$ cat src/common/swk_pkg.sv
// Shared constants and types for the status pin and local wake block
`default_nettype none
package swk_pkg;
    // ------------------------------------------------------------
    // Timing
    // ------------------------------------------------------------
    localparam int CLK_PERIOD_NS   = 8;
    localparam int WAKE_FILTER_NS  = 2000;
    localparam int WAKE_FILTER_CYC =
        (WAKE_FILTER_NS + CLK_PERIOD_NS - 1) / CLK_PERIOD_NS;
    localparam int RD_TIMEOUT_NS   = 64000;
    localparam int RD_TIMEOUT_CYC  =
        (RD_TIMEOUT_NS + CLK_PERIOD_NS - 1) / CLK_PERIOD_NS;

    // ------------------------------------------------------------
    // Status info register layout (latched bits low active)
    // ------------------------------------------------------------
    localparam int SIR_W      = 16;
    localparam int B_LOCAL    = 0;
    localparam int B_REMOTE   = 1;
    localparam int B_RSVD     = 2;
    localparam int B_ERR_LO   = 4;
    localparam int N_ERR      = 7;
    localparam int B_ERR_SUM  = 11;
    localparam int B_SRC      = 12;
    localparam int B_EN_IND   = 13;
    localparam int B_STB_IND  = 14;
    localparam int B_PARITY   = 15;
    localparam logic [15:0] LATCH_MASK = 16'h17FB;
    localparam logic [15:0] LAT_RESET  = 16'hFFF7;

    // ------------------------------------------------------------
    // APB register map
    // ------------------------------------------------------------
    localparam int          APB_AW     = 8;
    localparam logic [7:0]  REG_STATUS = 8'h00;
    localparam logic [7:0]  REG_MODE   = 8'h04;
    localparam logic [7:0]  REG_CTRL   = 8'h08;
    localparam int          ST_FLAG    = 16;
    localparam int          ST_RD      = 17;
    localparam int          CTRL_WAKE_EN = 0;

    typedef enum logic [2:0] {
        MODE_NORMAL, MODE_RX_ONLY, MODE_GOTO_SLEEP, MODE_STANDBY, MODE_SLEEP
    } swk_mode_t;

    typedef enum logic [1:0] {RD_IDLE, RD_ARM, RD_SHIFT} swk_rd_t;
endpackage
`default_nettype wire

$ cat src/hdl/swk_status_wake.sv
// Status pin multiplexer, status register and local wake detection
//
// Overview of operation
// - During readout the status pin carries serial data, else status.
// - The status pin is active low.
// - Normal command: pin shows error bit only.
// - Receive-only: error bit if wake flag clear, else wake source bit.
// - Sleep-type commands: pin mirrors wake flag; go-to-sleep enters sleep if flag clear, else standby.
// - Error bit and wake flag are held low active.
// - Indication follows the applied command, not the actual mode.
// - Pin is combinational from the latched status bits.
// - Pin releases only through the clearing sequence.
// - Stimuli not matching defined wake forms give no event.
// - Detector runs in every mode while battery good; mode decides what an event does.
// - Rising and falling wake input transitions both trigger.
// - A wake level counts only after the full filter time.
// - Low-power modes: local wake event sets status bit 0 low.
// - Normal and receive-only ignore local wake events.
// - Local wake sets the wake flag, leaves source bit 12 high.
// - Active wake flag in low power shows on receive outputs.
// - Sleep mode with active wake flag moves to standby.
// - Local wake detection is gated by battery supply good.
// - Pin shows local wake within filter plus reaction time.
// - Readout shifts bits LSB first per falling clock, wraps after 15.
// - Full readout in normal mode clears bits whose cause is gone.
`default_nettype none
module swk_status_wake #(
    parameter int WAKE_FILT_CYC = swk_pkg::WAKE_FILTER_CYC,
    parameter int RD_TMO_CYC    = swk_pkg::RD_TIMEOUT_CYC
) (
    // Clock and reset
    input  wire logic        clock_i,
    input  wire logic        rst_n_i,
    // Host pins
    input  wire logic        mode_select_i,
    input  wire logic        standby_select_n_i,
    output logic             status_out_n_o,
    output logic             receive_activity_out_o,
    output logic             receive_data_out_o,
    // Wake and supply
    input  wire logic        wake_i,
    input  wire logic        bat_good_i,
    // On-chip causes, same clock
    input  wire logic        uv_sleep_i,
    input  wire logic        remote_wake_i,
    input  wire logic [6:0]  err_cause_i,
    output logic [2:0]       op_mode_o,
    // APB slave
    input  wire logic        psel,
    input  wire logic        penable,
    input  wire logic        pwrite,
    input  wire logic [7:0]  paddr,
    input  wire logic [31:0] pwdata,
    output logic [31:0]      prdata,
    output logic             pready,
    output logic             pslverr
);
    localparam int FW = $clog2(WAKE_FILT_CYC + 1);
    localparam int TW = $clog2(RD_TMO_CYC + 1);
    localparam logic [FW-1:0] FILT_LAST = FW'(WAKE_FILT_CYC - 1);
    localparam logic [TW-1:0] TMO_LOAD  = TW'(RD_TMO_CYC);
    localparam logic [3:0]    IDX_LAST  = 4'(swk_pkg::SIR_W - 1);

    if (WAKE_FILT_CYC < 2 || RD_TMO_CYC < 2) begin : g_chk
        $error("swk_status_wake: counts must be at least 2");
    end

    // ------------------------------------------------------------
    // Pin synchronisers
    // ------------------------------------------------------------
    logic [3:0] pins_s;
    logic       en_s;
    logic       stb_s;
    logic       wake_s;
    logic       bat_s;

    swk_sync #(.W(4)) u_sync (
        .clock_i (clock_i),
        .rst_n_i (rst_n_i),
        .async_i ({bat_good_i, wake_i, standby_select_n_i, mode_select_i}),
        .sync_o  (pins_s)
    );
    assign en_s   = pins_s[0];
    assign stb_s  = pins_s[1];
    assign wake_s = pins_s[2];
    assign bat_s  = pins_s[3];

    // ------------------------------------------------------------
    // State
    // ------------------------------------------------------------
    swk_pkg::swk_mode_t mode;
    swk_pkg::swk_mode_t next_mode;
    swk_pkg::swk_rd_t   rd_state;
    swk_pkg::swk_rd_t   next_rd_state;
    logic [15:0]        lat_n;
    logic               wflag_n;
    logic               wake_en;
    logic               en_prev;
    logic               wake_prev;
    logic               wake_qual;
    logic [FW-1:0]      filt_cnt;
    logic [TW-1:0]      tmr;
    logic [3:0]         idx;
    logic               shift_bit;
    logic               rx_ind_n;

    // ------------------------------------------------------------
    // Command decode and mode classes
    // ------------------------------------------------------------
    wire swk_pkg::swk_mode_t cmd_mode =
        stb_s ? (en_s ? swk_pkg::MODE_NORMAL : swk_pkg::MODE_RX_ONLY)
              : (en_s ? swk_pkg::MODE_GOTO_SLEEP : swk_pkg::MODE_STANDBY);
    wire low_pwr = (mode == swk_pkg::MODE_GOTO_SLEEP) ||
                   (mode == swk_pkg::MODE_STANDBY) ||
                   (mode == swk_pkg::MODE_SLEEP);
    wire rd_ok   = (mode == swk_pkg::MODE_NORMAL) ||
                   (mode == swk_pkg::MODE_RX_ONLY) ||
                   (mode == swk_pkg::MODE_STANDBY);

    // ------------------------------------------------------------
    // Local wake filter
    // ------------------------------------------------------------
    // Only clean, filtered level changes become events; glitches die here
    wire wake_edge = wake_s ^ wake_prev;
    wire next_filt_run = bat_s && !wake_edge;
    wire [FW-1:0] next_filt_cnt =
        !next_filt_run ? '0 :
        (filt_cnt == FILT_LAST) ? filt_cnt : filt_cnt + 1'b1;
    wire loc_evt = next_filt_run && (filt_cnt == FILT_LAST) &&
                   (wake_s != wake_qual);

    // ------------------------------------------------------------
    // Status register set and clear
    // ------------------------------------------------------------
    wire loc_set  = loc_evt && low_pwr && wake_en;
    wire rem_set  = remote_wake_i && low_pwr;
    wire wake_set = loc_set || rem_set;
    wire en_rise  = en_s && !en_prev;
    wire en_fall  = !en_s && en_prev;
    wire en_edge  = en_rise || en_fall;
    wire rd_busy  = (rd_state != swk_pkg::RD_IDLE);
    wire clr      = (rd_state == swk_pkg::RD_SHIFT) && en_fall &&
                    (idx == IDX_LAST) &&
                    (mode == swk_pkg::MODE_NORMAL);

    logic [15:0] set_vec;
    logic [15:0] cause_vec;
    always_comb begin
        set_vec = '0;
        cause_vec = '0;
        set_vec[swk_pkg::B_LOCAL]  = loc_set;
        set_vec[swk_pkg::B_REMOTE] = rem_set;
        set_vec[swk_pkg::B_SRC]    = rem_set;
        set_vec[swk_pkg::B_ERR_LO +: swk_pkg::N_ERR]   = err_cause_i;
        cause_vec[swk_pkg::B_ERR_LO +: swk_pkg::N_ERR] = err_cause_i;
    end

    // Set wins over a clear that lands in the same cycle
    wire [15:0] next_lat_n =
        (clr ? (lat_n | (swk_pkg::LATCH_MASK & ~cause_vec)) : lat_n) &
        ~(set_vec & swk_pkg::LATCH_MASK);
    wire next_wflag_n = wake_set ? 1'b0 : (clr ? 1'b1 : wflag_n);

    // Compose the full register from latched and live fields
    logic [15:0] status_info_reg;
    always_comb begin
        status_info_reg = lat_n;
        status_info_reg[swk_pkg::B_RSVD]    = 1'b1;
        status_info_reg[swk_pkg::B_ERR_SUM] =
            &lat_n[swk_pkg::B_ERR_LO +: swk_pkg::N_ERR];
        status_info_reg[swk_pkg::B_EN_IND]  = en_s;
        status_info_reg[swk_pkg::B_STB_IND] = stb_s;
        status_info_reg[swk_pkg::B_PARITY]  = 1'b0;
        status_info_reg[swk_pkg::B_PARITY]  = ^status_info_reg[14:0];
    end

    // ------------------------------------------------------------
    // Serial readout
    // ------------------------------------------------------------
    wire rd_start = !rd_busy && rd_ok && en_edge;
    wire rd_hold  = (rd_busy && rd_ok) || rd_start;
    wire [TW-1:0] next_tmr =
        (rd_start || en_edge) ? TMO_LOAD :
        (tmr != '0) ? tmr - 1'b1 : tmr;

    always_comb begin
        next_rd_state = rd_state;
        if (rd_busy && (!rd_ok || (tmr == '0 && !en_edge))) begin
            next_rd_state = swk_pkg::RD_IDLE;
        end else begin
            case (rd_state)
                swk_pkg::RD_IDLE: begin
                    if (rd_start) begin
                        next_rd_state = swk_pkg::RD_ARM;
                    end
                end
                swk_pkg::RD_ARM: begin
                    if (en_rise) begin
                        next_rd_state = swk_pkg::RD_SHIFT;
                    end
                end
                swk_pkg::RD_SHIFT: next_rd_state = swk_pkg::RD_SHIFT;
                default:           next_rd_state = swk_pkg::RD_IDLE;
            endcase
        end
    end

    wire shift_now = (rd_state == swk_pkg::RD_SHIFT) && en_fall;
    wire [3:0] next_idx = (rd_state != swk_pkg::RD_SHIFT) ? 4'h0 :
                          shift_now ? idx + 4'h1 : idx;
    wire next_shift_bit = !rd_busy ? 1'b1 :
                          shift_now ? status_info_reg[idx] : shift_bit;

    // ------------------------------------------------------------
    // Operating mode
    // ------------------------------------------------------------
    always_comb begin
        next_mode = mode;
        if (uv_sleep_i) begin
            next_mode = swk_pkg::MODE_SLEEP;
        end else if (!rd_hold) begin
            case (mode)
                swk_pkg::MODE_SLEEP: begin
                    if (!wflag_n) begin
                        next_mode = swk_pkg::MODE_STANDBY;
                    end else if (stb_s) begin
                        next_mode = cmd_mode;
                    end
                end
                swk_pkg::MODE_GOTO_SLEEP: begin
                    if (cmd_mode != swk_pkg::MODE_GOTO_SLEEP) begin
                        next_mode = cmd_mode;
                    end else if (wflag_n) begin
                        next_mode = swk_pkg::MODE_SLEEP;
                    end else begin
                        next_mode = swk_pkg::MODE_STANDBY;
                    end
                end
                swk_pkg::MODE_STANDBY: begin
                    if (cmd_mode != swk_pkg::MODE_GOTO_SLEEP || wflag_n) begin
                        next_mode = cmd_mode;
                    end
                end
                default: next_mode = cmd_mode;
            endcase
        end
    end

    // ------------------------------------------------------------
    // Status pin and receive outputs
    // ------------------------------------------------------------
    wire sel_n = !stb_s ? wflag_n :
                 en_s   ? status_info_reg[swk_pkg::B_ERR_SUM] :
                 (wflag_n ? status_info_reg[swk_pkg::B_ERR_SUM]
                          : status_info_reg[swk_pkg::B_SRC]);
    assign status_out_n_o = rd_busy ? shift_bit : sel_n;
    assign receive_activity_out_o = rx_ind_n;
    assign receive_data_out_o     = rx_ind_n;
    assign op_mode_o              = mode;

    // ------------------------------------------------------------
    // APB slave
    // ------------------------------------------------------------
    wire hit_status = (paddr == swk_pkg::REG_STATUS);
    wire hit_mode   = (paddr == swk_pkg::REG_MODE);
    wire hit_ctrl   = (paddr == swk_pkg::REG_CTRL);
    wire hit        = hit_status || hit_mode || hit_ctrl;
    wire setup_rd   = psel && !penable && !pwrite;
    wire ctrl_wr    = psel && penable && pwrite && hit_ctrl;

    logic [31:0] rd_mux;
    always_comb begin
        rd_mux = 32'h0000_0000;
        if (hit_status) begin
            rd_mux[15:0]            = status_info_reg;
            rd_mux[swk_pkg::ST_FLAG] = wflag_n;
            rd_mux[swk_pkg::ST_RD]   = rd_busy;
        end else if (hit_mode) begin
            rd_mux[2:0] = mode;
        end else if (hit_ctrl) begin
            rd_mux[swk_pkg::CTRL_WAKE_EN] = wake_en;
        end
    end

    assign pready  = 1'b1;
    assign pslverr = psel && penable && !hit;

    // ------------------------------------------------------------
    // Registers
    // ------------------------------------------------------------
    always_ff @(posedge clock_i or negedge rst_n_i) begin
        if (!rst_n_i) begin
            mode      <= swk_pkg::MODE_STANDBY;
            rd_state  <= swk_pkg::RD_IDLE;
            lat_n     <= swk_pkg::LAT_RESET;
            wflag_n   <= 1'b1;
            wake_en   <= 1'b1;
            en_prev   <= 1'b0;
            wake_prev <= 1'b0;
            wake_qual <= 1'b0;
            filt_cnt  <= '0;
            tmr       <= '0;
            idx       <= 4'h0;
            shift_bit <= 1'b1;
            rx_ind_n  <= 1'b1;
            prdata    <= 32'h0000_0000;
        end else begin
            mode      <= next_mode;
            rd_state  <= next_rd_state;
            lat_n     <= next_lat_n;
            wflag_n   <= next_wflag_n;
            en_prev   <= en_s;
            wake_prev <= wake_s;
            filt_cnt  <= next_filt_cnt;
            tmr       <= next_tmr;
            idx       <= next_idx;
            shift_bit <= next_shift_bit;
            rx_ind_n  <= !(low_pwr && !wflag_n);
            if (loc_evt) begin
                wake_qual <= wake_s;
            end
            if (ctrl_wr) begin
                wake_en <= pwdata[swk_pkg::CTRL_WAKE_EN];
            end
            if (setup_rd) begin
                prdata <= rd_mux;
            end
        end
    end
endmodule // swk_status_wake
`default_nettype wire

$ cat src/hdl/swk_sync.sv
// Two flip-flop synchroniser for a group of pin levels
`default_nettype none
module swk_sync #(
    parameter int W = 1
) (
    // Clock and reset
    input  wire logic         clock_i,
    input  wire logic         rst_n_i,
    // Levels
    input  wire logic [W-1:0] async_i,
    output logic      [W-1:0] sync_o
);
    logic [W-1:0] meta;

    always_ff @(posedge clock_i or negedge rst_n_i) begin
        if (!rst_n_i) begin
            meta   <= '0;
            sync_o <= '0;
        end else begin
            meta   <= async_i;
            sync_o <= meta;
        end
    end
endmodule // swk_sync
`default_nettype wire

$ cat config.mk
export PLATFORM = sky130hd
export DESIGN_NAME = swk_status_wake
export DESIGN_NICKNAME = d
export VERILOG_FILES = /design/src/common/swk_pkg.sv /design/src/hdl/swk_status_wake.sv /design/src/hdl/swk_sync.sv
export SDC_FILE = /design/constraint.sdc
export NUM_CORES = 1
export LEC_CHECK = 0
export CAP_MARGIN = 20
export CORE_MARGIN = 5
export CORE_UTILIZATION = 52
export CTS_CLUSTER_DIAMETER = 50
export DETAILED_ROUTE_END_ITERATION = 8
export DONT_BUFFER_PORTS = 1
export GPL_TIMING_DRIVEN = 0
export PLACE_DENSITY = 0.67
export SLEW_MARGIN = 20
export SYNTH_ARGS = -nofsm -noshare
export SYNTH_HDL_FRONTEND = slang
export SYNTH_SLANG_ARGS = --single-unit
$ cat constraint.sdc
create_clock -name clock_i -period 3.2 [get_ports clock_i]
set_input_delay 0.16 -clock clock_i [delete_from_list [all_inputs] [get_ports clock_i]]
set_output_delay 0.16 -clock clock_i [all_outputs]
set_load 0.1 [all_outputs]
## Word level (Yosys, flattened, before mapping)

Cells that the tools add are included.

| cells by class | value |
|---|---|
| $add $sub $neg | 3 |
| $lt $le $gt $ge | 1 |
| eq/ne operators | 20 |
| muxes and demuxes | 37 |
| bitwise gates (word level) | 5 |
| reduce and logical (&&, ||, !) cells | 59 |

Operators by type and width:

| cell | number |
|---|---|
| 13-bit two-way mux | 2 |
| 3-bit two-way mux | 8 |
| 1-bit logical AND | 23 |
| 16-bit AND | 1 |
| 16-bit two-way mux | 1 |
| 8-bit two-way mux | 2 |
| 13-bit NOT with 16-bit output | 1 |
| 16-bit by 13-bit OR with 16-bit output | 1 |
| 15-bit two-way mux | 1 |
| 15-bit XOR reduction | 1 |
| 13-bit logical NOT | 1 |
| 1-bit two-way mux | 13 |
| 11-bit NOT with 13-bit output | 1 |
| 13-bit nonzero test | 1 |
| 13-bit by 1-bit subtractor with 13-bit output (second input constant) | 1 |
| 1-bit logical OR | 12 |
| 1-bit logical NOT | 11 |
| 2-bit two-way mux | 5 |
| 3-bit one-hot mux with 3 select lines | 1 |
| 8-bit by 1-bit adder with 8-bit output (second input constant) | 1 |
| 8-bit by 3-bit == test with 1-bit output (second input constant) | 1 |
| 8-bit by 4-bit == test with 1-bit output (second input constant) | 1 |
| 8-bit == test (second input constant) | 1 |
| 8-bit logical NOT | 1 |
| other kinds (24) | 33 |

| storage, ports and cells | value |
|---|---|
| bits in registers | 79 |

## Longest topological paths before layout

Gate-level depths: netlist of the first run.

| logic depth | value |
|---|---|
| depth after elaboration | 9 |
| gate-level depth with buffers | 9 |

## Modules after synthesis

From an unflattened synthesis of the first run, not the netlist that was laid out.

| second synthesis, totals | value |
|---|---|
| cell total of the unflattened synthesis | 368 |
| area total of the unflattened synthesis | 3761.1 µm² |

Modules (own cells, without submodules):

| module | instances | cells an instance | area each (µm²) | seq. area each (µm²) |
|---|---|---|---|---|
| swk_status_wake | 1 | 360 | 3560.9 | 1671.6 |
| swk_sync | 1 | 8 | 200.2 | 200.2 |

## Worst setup path before layout of the first run

OpenSTA, ideal clock, no wires.

| timing path | value |
|---|---|
| kind | reg-to-reg |
| start | reg lat_n[8] |
| end | reg shift_bit |
| library setup time | 86 ps |
| arrival time | 2136 ps |
| required time | 3114 ps |
| setup slack | 978 ps |
| cell stages (with the launch flop) | 7 |
| path buffers | 0 |
| cells stage by stage | dfstp_2 > ha_1 > xnor2_1 > xnor3_1 > xnor3_1 > a311oi_1 > a2111o_1 |

| on the way | value |
|---|---|
| cells in the longest elaborated chain, start to end | 6 |

Ends and longest elaborated chain:

| item | RTL line | text |
|---|---|---|
| from (decl) | swk_status_wake.sv:95 | `logic [15:0] lat_n;` |
| from (signal assigned) | swk_status_wake.sv:295 | `lat_n <= swk_pkg::LAT_RESET;` |
| from (signal assigned) | swk_status_wake.sv:310 | `lat_n <= next_lat_n;` |
| 7-bit AND reduction | swk_status_wake.sv:170 | `&lat_n[swk_pkg::B_ERR_LO +: swk_pkg::N_ERR];` |
| 15-bit XOR reduction | swk_status_wake.sv:174 | `status_info_reg[swk_pkg::B_PARITY] = ^status_info_reg[14:0];` |
| 1-bit binary-select mux with 4-bit select * | swk_status_wake.sv:212 | `shift_now ? status_info_reg[idx] : shift_bit;` |
| 1-bit two-way mux (implied by the code) * | swk_status_wake.sv:212 |  |
| 1-bit two-way mux * | swk_status_wake.sv:212 |  |
| 1-bit two-way mux * | swk_status_wake.sv:211 | `wire next_shift_bit = !rd_busy ? 1'b1 :` |
| to (signal assigned) | swk_status_wake.sv:317 | `shift_bit <= next_shift_bit;` |
| to (decl) | swk_status_wake.sv:104 | `logic shift_bit;` |

Every way passes the cells marked *; elsewhere a longest branch is shown, timed or not. The select of a mux whose other input is x is not followed.
A chain may end at the register's enable or synchronous reset.

## Final worst setup path of the first run

| timing path | value |
|---|---|
| start | reg u_sync.sync_o[0] |
| end | reg lat_n[6] |

| on the way | value |
|---|---|
| cells in the longest elaborated chain, start to end | 7 |

Ends and longest elaborated chain:

| item | RTL line | text |
|---|---|---|
| from (decl) | swk_sync.sv:11 | `output logic [W-1:0] sync_o` |
| from (signal assigned) | swk_sync.sv:21 | `sync_o <= meta;` |
| 1-bit logical NOT | swk_status_wake.sv:139 | `wire en_fall = !en_s && en_prev;` |
| 1-bit logical AND | swk_status_wake.sv:139 |  |
| 1-bit logical AND (2 in series) | swk_status_wake.sv:142 | `wire clr = (rd_state == swk_pkg::RD_SHIFT) && en_fall &&` |
| 1-bit logical AND | swk_status_wake.sv:143 | `(idx == IDX_LAST) &&` |
| 16-bit two-way mux | swk_status_wake.sv:160 | `(clr ? (lat_n \| (swk_pkg::LATCH_MASK & ~cause_vec)) : lat_n) &` |
| 16-bit AND | swk_status_wake.sv:160 |  |
| net next_lat_n[6] | swk_status_wake.sv:159 | `wire [15:0] next_lat_n =` |

The timed path passes the listed nets, and every way through them passes these cells.

==> flow_summary.ini, run 1 <==
[run_status]
status = finished clean

[floorplan]
die_x_um = 94.59
die_y_um = 94.59
core_um2 = 6869
floorplan.initialDensity_pct = 54.17
num_io_pins = 98
rows = 30
die_area_um2 = 8947

[pwr]
clock_power_share_pct = 31.7
p_switching_uw = 861.8
p_total_mw = 2.483
combPwrFrac_pct = 21.7
p_int_mw = 1.621
ir_worst_vdd_mv = 0.3839
p_leak_nw = 1.839
switching_share_pct = 34.70
seqPwrFrac_pct = 46.6
power_density_nw_per_um2 = 579.3

[critical_path]
crit_arrival_ps = 2800
slowest_delay_ps = 480
reg2reg_to = lat_n[6]$_DFF_PN1_
required_ps = 3480
end_kind = flip-flop
r2r_slack_ps = 680
path_max_fanout = 10
rr_startpoint = u_sync.sync_o[0]$_DFF_PN0_
path_cells = clkbuf_1 > inv_1 > ha_1 > clkbuf_1 > nand2_1 > nor4_1 > clkbuf_1 > nor2_1 > nor2_1
start_kind = flip-flop
reg2reg_depth = 9
slowest_stage = nor4_1
cp_top_family = buffers and inverters
crit_path_frequent_cell = clkbuf_1
worstSetupStartpoint = u_sync.sync_o[0]$_DFF_PN0_
crit_type = reg2reg
crit_buf_inv = 4
worst-path-stages = 9
setup.worst_path.end = lat_n[6]$_DFF_PN1_

[timing]
period_needed_ps = 2521
hold_viol = 0
tightestPinTransition_ps = 959.6
fin_ws_ps = 678.7
relSlewSlack_pct = 36.03
setup_tns_ps = 0
rsz0062_at_grt = no
finClkSkew_ps = 14.00
finalCritPeriodShare_pct = 78.79
setup_violations = 0
max_freq_mhz = 396.6
slew_viol_final = 0

[cts]
cts.clk_slew.worst_paths_ps = 80
ctsResizeCount = 0
cts_buffers = 9
root_buffer = clkbuf_8
clockBufferDepth = 2
post-cts-setup-buffers = 0
hold_buffers = 15
cts_max_level = 3
cts.sinks = 74
clock_latency_ps = 350
tritoncts = built

[grt]
antenna_found_initial = 0
grt_start_max_net_pins = 75
grt_usage_pct = 17.64
grt_busiest_layer = met2
use_met2_pct = 26.60
overflow = 0
grt_use_met3_pct = 5.817
grt_pass1_wl_mm = 12.28
first_global_vias = 2502
use_met1_pct = 24.19

[synthesis]
yosys_warnings = 0
ys_ff_latch = 74
synthTopCellsByArea = dfrtp_1, dfstp_2, ha_1, nor2_1, buf_4
synth_top_area_cell = dfrtp_1
yosys.cell_types.count = 53
async_flop_share_pct = 100.0
synth_area_um2 = 3721
avgSynthCellArea_um2 = 10.48
synth.yosys.seq_area_share_pct = 50.30
synth_top_area_share_pct = 39.00
synth-edff-count = 0
synthFlopType = dfrtp_1
syn_inst = 355

[detailed_routing]
vias = 2616
routed_wl_mm = 7.444
drt_pass1_iterations = 4
wl_per_cell_um = 15.04
ant_nets = 0
vias_per_cell = 5.285
drt_iter0_drc = 71
drc = 0

[layout]
nFillCells = 582
regArea_um2 = 1872
antenna_cells = 0
multiInputGateArea_um2 = 1692
drive_gt1_share_pct = 15.54
area_growth_pct = 15.20
nets = 464

[min_path]
min_path_type = in2reg

[flow_run]
cap_violations = 0

[placed_design]
place_ws_ps = 746.9
gp_congestion = 0.8372
dpl.hpwl_mm = 5.175
portBuffers = 0
cell usage in the layout (no fill, tap or decap), drive strengths merged, types with 11 or more instances in the layout:
cell / netlist / final
buf: 16 / 17
clkbuf: 15 / 24
conb: 2 / 15
dfrtp: 58 / 58
dfstp: 16 / 16
dlygate4sd3: 0 / 14
ha: 12 / 12
inv: 11 / 11
nand2: 30 / 30
nor2: 33 / 33
o21ai: 21 / 21
power by group through the flow:
stage          combinational, mW  sequential [mW]  clock [mW]
2_1_floorplan              0.444             1.16           0
3_5_place_dp               0.503             1.17           0
4_1_cts                    0.541             1.16       0.809
3_3_place_gp               0.494             1.17           0
5_1_grt                    0.592             1.17       0.854
6_report                   0.539             1.16       0.787
cell families after synthesis:
| family | count (synthesis) | share of synthesized area (%) |
|---|---|---|
| XOR/XNOR | 22 | 6.288 |
| other | 2 | 0.2018 |
| flip-flops | 74 | 50.30 |
| AND/OR/NAND/NOR | 125 | 17.62 |
| AO/OA/AOI/OAI | 68 | 12.54 |
| buffers and inverters | 42 | 5.851 |
| adder cells (fa/ha/maj) | 12 | 4.035 |
| multiplexers | 10 | 3.161 |
sequential cells by signal, indices dropped and copies added, names as in the netlist, 2 cells and up:
register	cells
lat_n	11
u_sync.sync_o	4
rd_state	2
filt_cnt	8
u_sync.meta	4
tmr	13
idx	4
prdata	18
op_mode_o	3
final cells by class:
cell class              count  share of cell area [%]
flip-flops and latches     74                   43.67
clock buffers               9                   2.890
repair buffers             15                   3.911
multi-input cells         252                   39.46
plain buffers              31                   4.116
clock inverters             7                   2.189
well taps                  96                   2.802
inverters                  11                  0.9632
per-layer routing:
layer / wire length, um / share of wire (%)
met4: 59 / 0.79
met2: 3370 / 45
met1: 3478 / 47
met3: 535 / 7.2
met5: 0 / 0
synth_stat cells, types with 5 or more instances:
| library cell | n |
|---|---|
| xnor2_1 | 10 |
| mux2i_1 | 5 |
| ha_1 | 12 |
| dfstp_2 | 16 |
| or3_1 | 5 |
| nor2b_1 | 10 |
| and2_1 | 7 |
| nand2b_1 | 5 |
| a21oi_1 | 8 |
| buf_4 | 16 |
| nand3_1 | 7 |
| inv_1 | 11 |
| nand2_1 | 29 |
| nor3_1 | 5 |
| a22o_1 | 10 |
| a211oi_1 | 7 |
| xor2_1 | 9 |
| nor2_1 | 33 |
| clkbuf_1 | 15 |
| o31ai_1 | 6 |
| o21ai_0 | 21 |
| dfrtp_1 | 58 |
metrics by stage:
step	cells	hold WS (ps)	utilization, %	instance area [um2]
2_1_floorplan	368	-135.6	-	3770
3_3_place_gp	464	-133.3	56.63	3890
3_5_place_dp	464	-132.9	56.68	3894
4_1_cts	495	34.57	62.30	4279
5_1_grt	495	74.04	62.40	4287
6_report	495	57.37	62.40	4287
how the worst min path moves through the flow:
stage,start,end,cells past startpoint
2_1_floorplan,rst_n_i,en_prev$_DFF_PN0_,0
3_3_place_gp,rst_n_i,filt_cnt[3]$_DFFE_PN0P_,0
3_5_place_dp,rst_n_i,filt_cnt[3]$_DFFE_PN0P_,0
4_1_cts,remote_wake_i,lat_n[12]$_DFF_PN1_,2
5_1_grt,pwrite,wake_en$_DFFE_PN1P_,2
6_report,remote_wake_i,lat_n[12]$_DFF_PN1_,2
Note: power is estimated with default switching activity, not from simulation.
==> run 2, diff against run 1 <==
==> constraint.sdc (replaced) <==
create_clock -name clock_i -period 2.4 [get_ports clock_i]
set_input_delay 0.12 -clock clock_i [delete_from_list [all_inputs] [get_ports clock_i]]
set_output_delay 0.12 -clock clock_i [all_outputs]
set_load 0.1 [all_outputs]
==> run 2 against run 1 <==
  * First-iteration DRC count rose by 15%
  * Final area rose by 0.82%
  * Highest routed layer unchanged
  * Count of clock-buffer cells in the layout did not move
  * Worst hold slack got worse by 23 ps
  * Fmax rose by 12%
  * Via count rose by 0.23%
  * Critical path depth fell by 3
==> flow_summary.ini, run 2 (synthesized netlist as in run 1, its figures left out) <==
[layout]
multiInputGateArea_um2 = 1704
drive_gt1_share_pct = 16.50
largest_register_ffs = 18
largest_registers = prdata (18), tmr (13), lat_n (11)
nets = 465
largest-register = prdata
final_common_cell = dfrtp_1
area_growth_pct = 16.14
nFillCells = 577
fin_cells = 496
regArea_um2 = 1881
final_cell_mix = dfrtp_1, nor2_1, nand2_1
antenna_cells = 0

[floorplan]
floorplan.initialDensity_pct = 54.17
core_um2 = 6869
num_io_pins = 98
die_area_um2 = 8947
rows = 30
die_x_um = 94.59
die_y_um = 94.59

[critical_path]
required_ps = 2650
crit_type = reg2reg
crit_arrival_ps = 2500
start_kind = flip-flop
path_max_fanout = 8
end_kind = flip-flop

[grt]
first_global_vias = 2505
overflow = 0
grt_pass1_wl_mm = 12.28
grt_usage_pct = 17.64
grt_start_max_net_pins = 75
antenna_found_initial = 0

[timing]
relSlewSlack_pct = 37.73
slew_viol_final = 0
tightestPinTransition_ps = 934.0
finClkSkew_ps = 12.41
finalCritPeriodShare_pct = 93.50
hold_viol = 0
hold_ws_ps = 34.01
period_needed_ps = 2244
setup_violations = 0
max_freq_mhz = 445.6
fin_ws_ps = 155.9

[placed_design]
dpl.hpwl_mm = 5.175
portBuffers = 0
place_inst = 464
gp_congestion = 0.8372
place_ws_ps = -53.09

[detailed_routing]
routed_wl_mm = 7.455
drt_pass1_iterations = 4
vias = 2622
drc = 0
vias_per_cell = 5.286
ant_nets = 0
drt_iter0_drc = 82
wl_per_cell_um = 15.03

[cts]
cts.sinks = 74
clock_latency_ps = 350
cts_buffers = 9
cts.clk_slew.worst_paths_ps = 80
root_buffer = clkbuf_8
post-cts-setup-buffers = 0
tritoncts = built
clockBufferDepth = 2
cts_max_level = 3

[flow_run]
cap_violations = 0

[pwr]
seqPwrFrac_pct = 46.7
combPwrFrac_pct = 21.8
p_switching_mw = 1.157
p_int_mw = 2.170
p_leak_nw = 1.849
clock_power_share_pct = 31.6
power_density_nw_per_um2 = 770.0
ir_worst_vdd_mv = 0.5129
switching_share_pct = 34.78

[min_path]
min_path_type = in2reg

[run_status]
status = finished clean
## run 2: cell types whose count changed in the layout (fill, tap and decap cells not counted), sizes merged
cell / before / now
dlygate4sd3: 14 / 15
## run 2: metrics by stage
step | area [um2] | utilization [%] | power (mW) | TNS, ps
5_1_grt | 4322 | 62.91 | 3.505 | -0.9825
6_report | 4322 | 62.91 | 3.328 | 0
4_1_cts | 4292 | 62.48 | 3.346 | 0
2_1_floorplan | 3770 | - | 2.132 | 0
3_3_place_gp | 3890 | 56.63 | 2.222 | -623.0
3_5_place_dp | 3894 | 56.68 | 2.235 | -326.9
## run 2: repair_timing
| action | 4_1_cts | 5_1_grt |
|---|---|---|
| endpoints found under the hold margin | 90 | 0 |
| endpoints found under the setup margin | 11 | 21 |
| hold buffers | 16 | 0 |
| resized for setup | 2 | 6 |
| pin swaps | 0 | 1 |
## run 2: path summary, 6_finish.rpt
path	startpoint	depth (start not counted)	endpoint	slack, ps
min reg2reg	u_sync.meta[1]$_DFF_PN0_	0	u_sync.sync_o[1]$_DFF_PN0_	350
max reg2reg	op_mode_o[0]$_DFFE_PN1P_	6	op_mode_o[0]$_DFFE_PN1P_	160
max	op_mode_o[0]$_DFFE_PN1P_	6	op_mode_o[0]$_DFFE_PN1P_	160
max in group asynchronous	rst_n_i	2	lat_n[1]$_DFF_PN1_	1720
min	pwrite	2	wake_en$_DFFE_PN1P_	30
min in group asynchronous	rst_n_i	2	prdata[1]$_DFFE_PN0P_	320
## run 2: power by group through the flow
stage          Clock [mW]  Sequential, mW  Combinational [mW]
5_1_grt              1.14            1.57               0.795
6_report             1.05            1.55               0.725
4_1_cts              1.08            1.54               0.723
3_5_place_dp            0            1.56               0.671
3_3_place_gp            0            1.56               0.659
2_1_floorplan           0            1.54               0.592
## run 2: critical path, cell delays in order, from the launching register on
cell and delay, ps:
dfstp_4 800, clkbuf_1 320, nor2b_1 150, a211oi_1 310, o21bai_1 240, nor2_1 90, a211oi_1 240
## run 2: per-layer routing
layer	vias up	track usage, %	share of wire, %
li1	1289	-	-
met1	1244	24.14	47
met2	84	26.60	45
met3	5	5.896	7.5
met4	0	5.409	0.74
met5	-	0	0
## run 2: cell type report
type | count | share of cell area (%)
Timing Repair Buffer | 16 | 4.111
Clock inverter | 7 | 2.171
Multi-Input combinational cell | 252 | 39.43
Inverter | 11 | 0.9554
Sequential cell | 74 | 43.51
Tap cell | 96 | 2.779
Clock buffer | 9 | 2.866
Buffer | 31 | 4.169
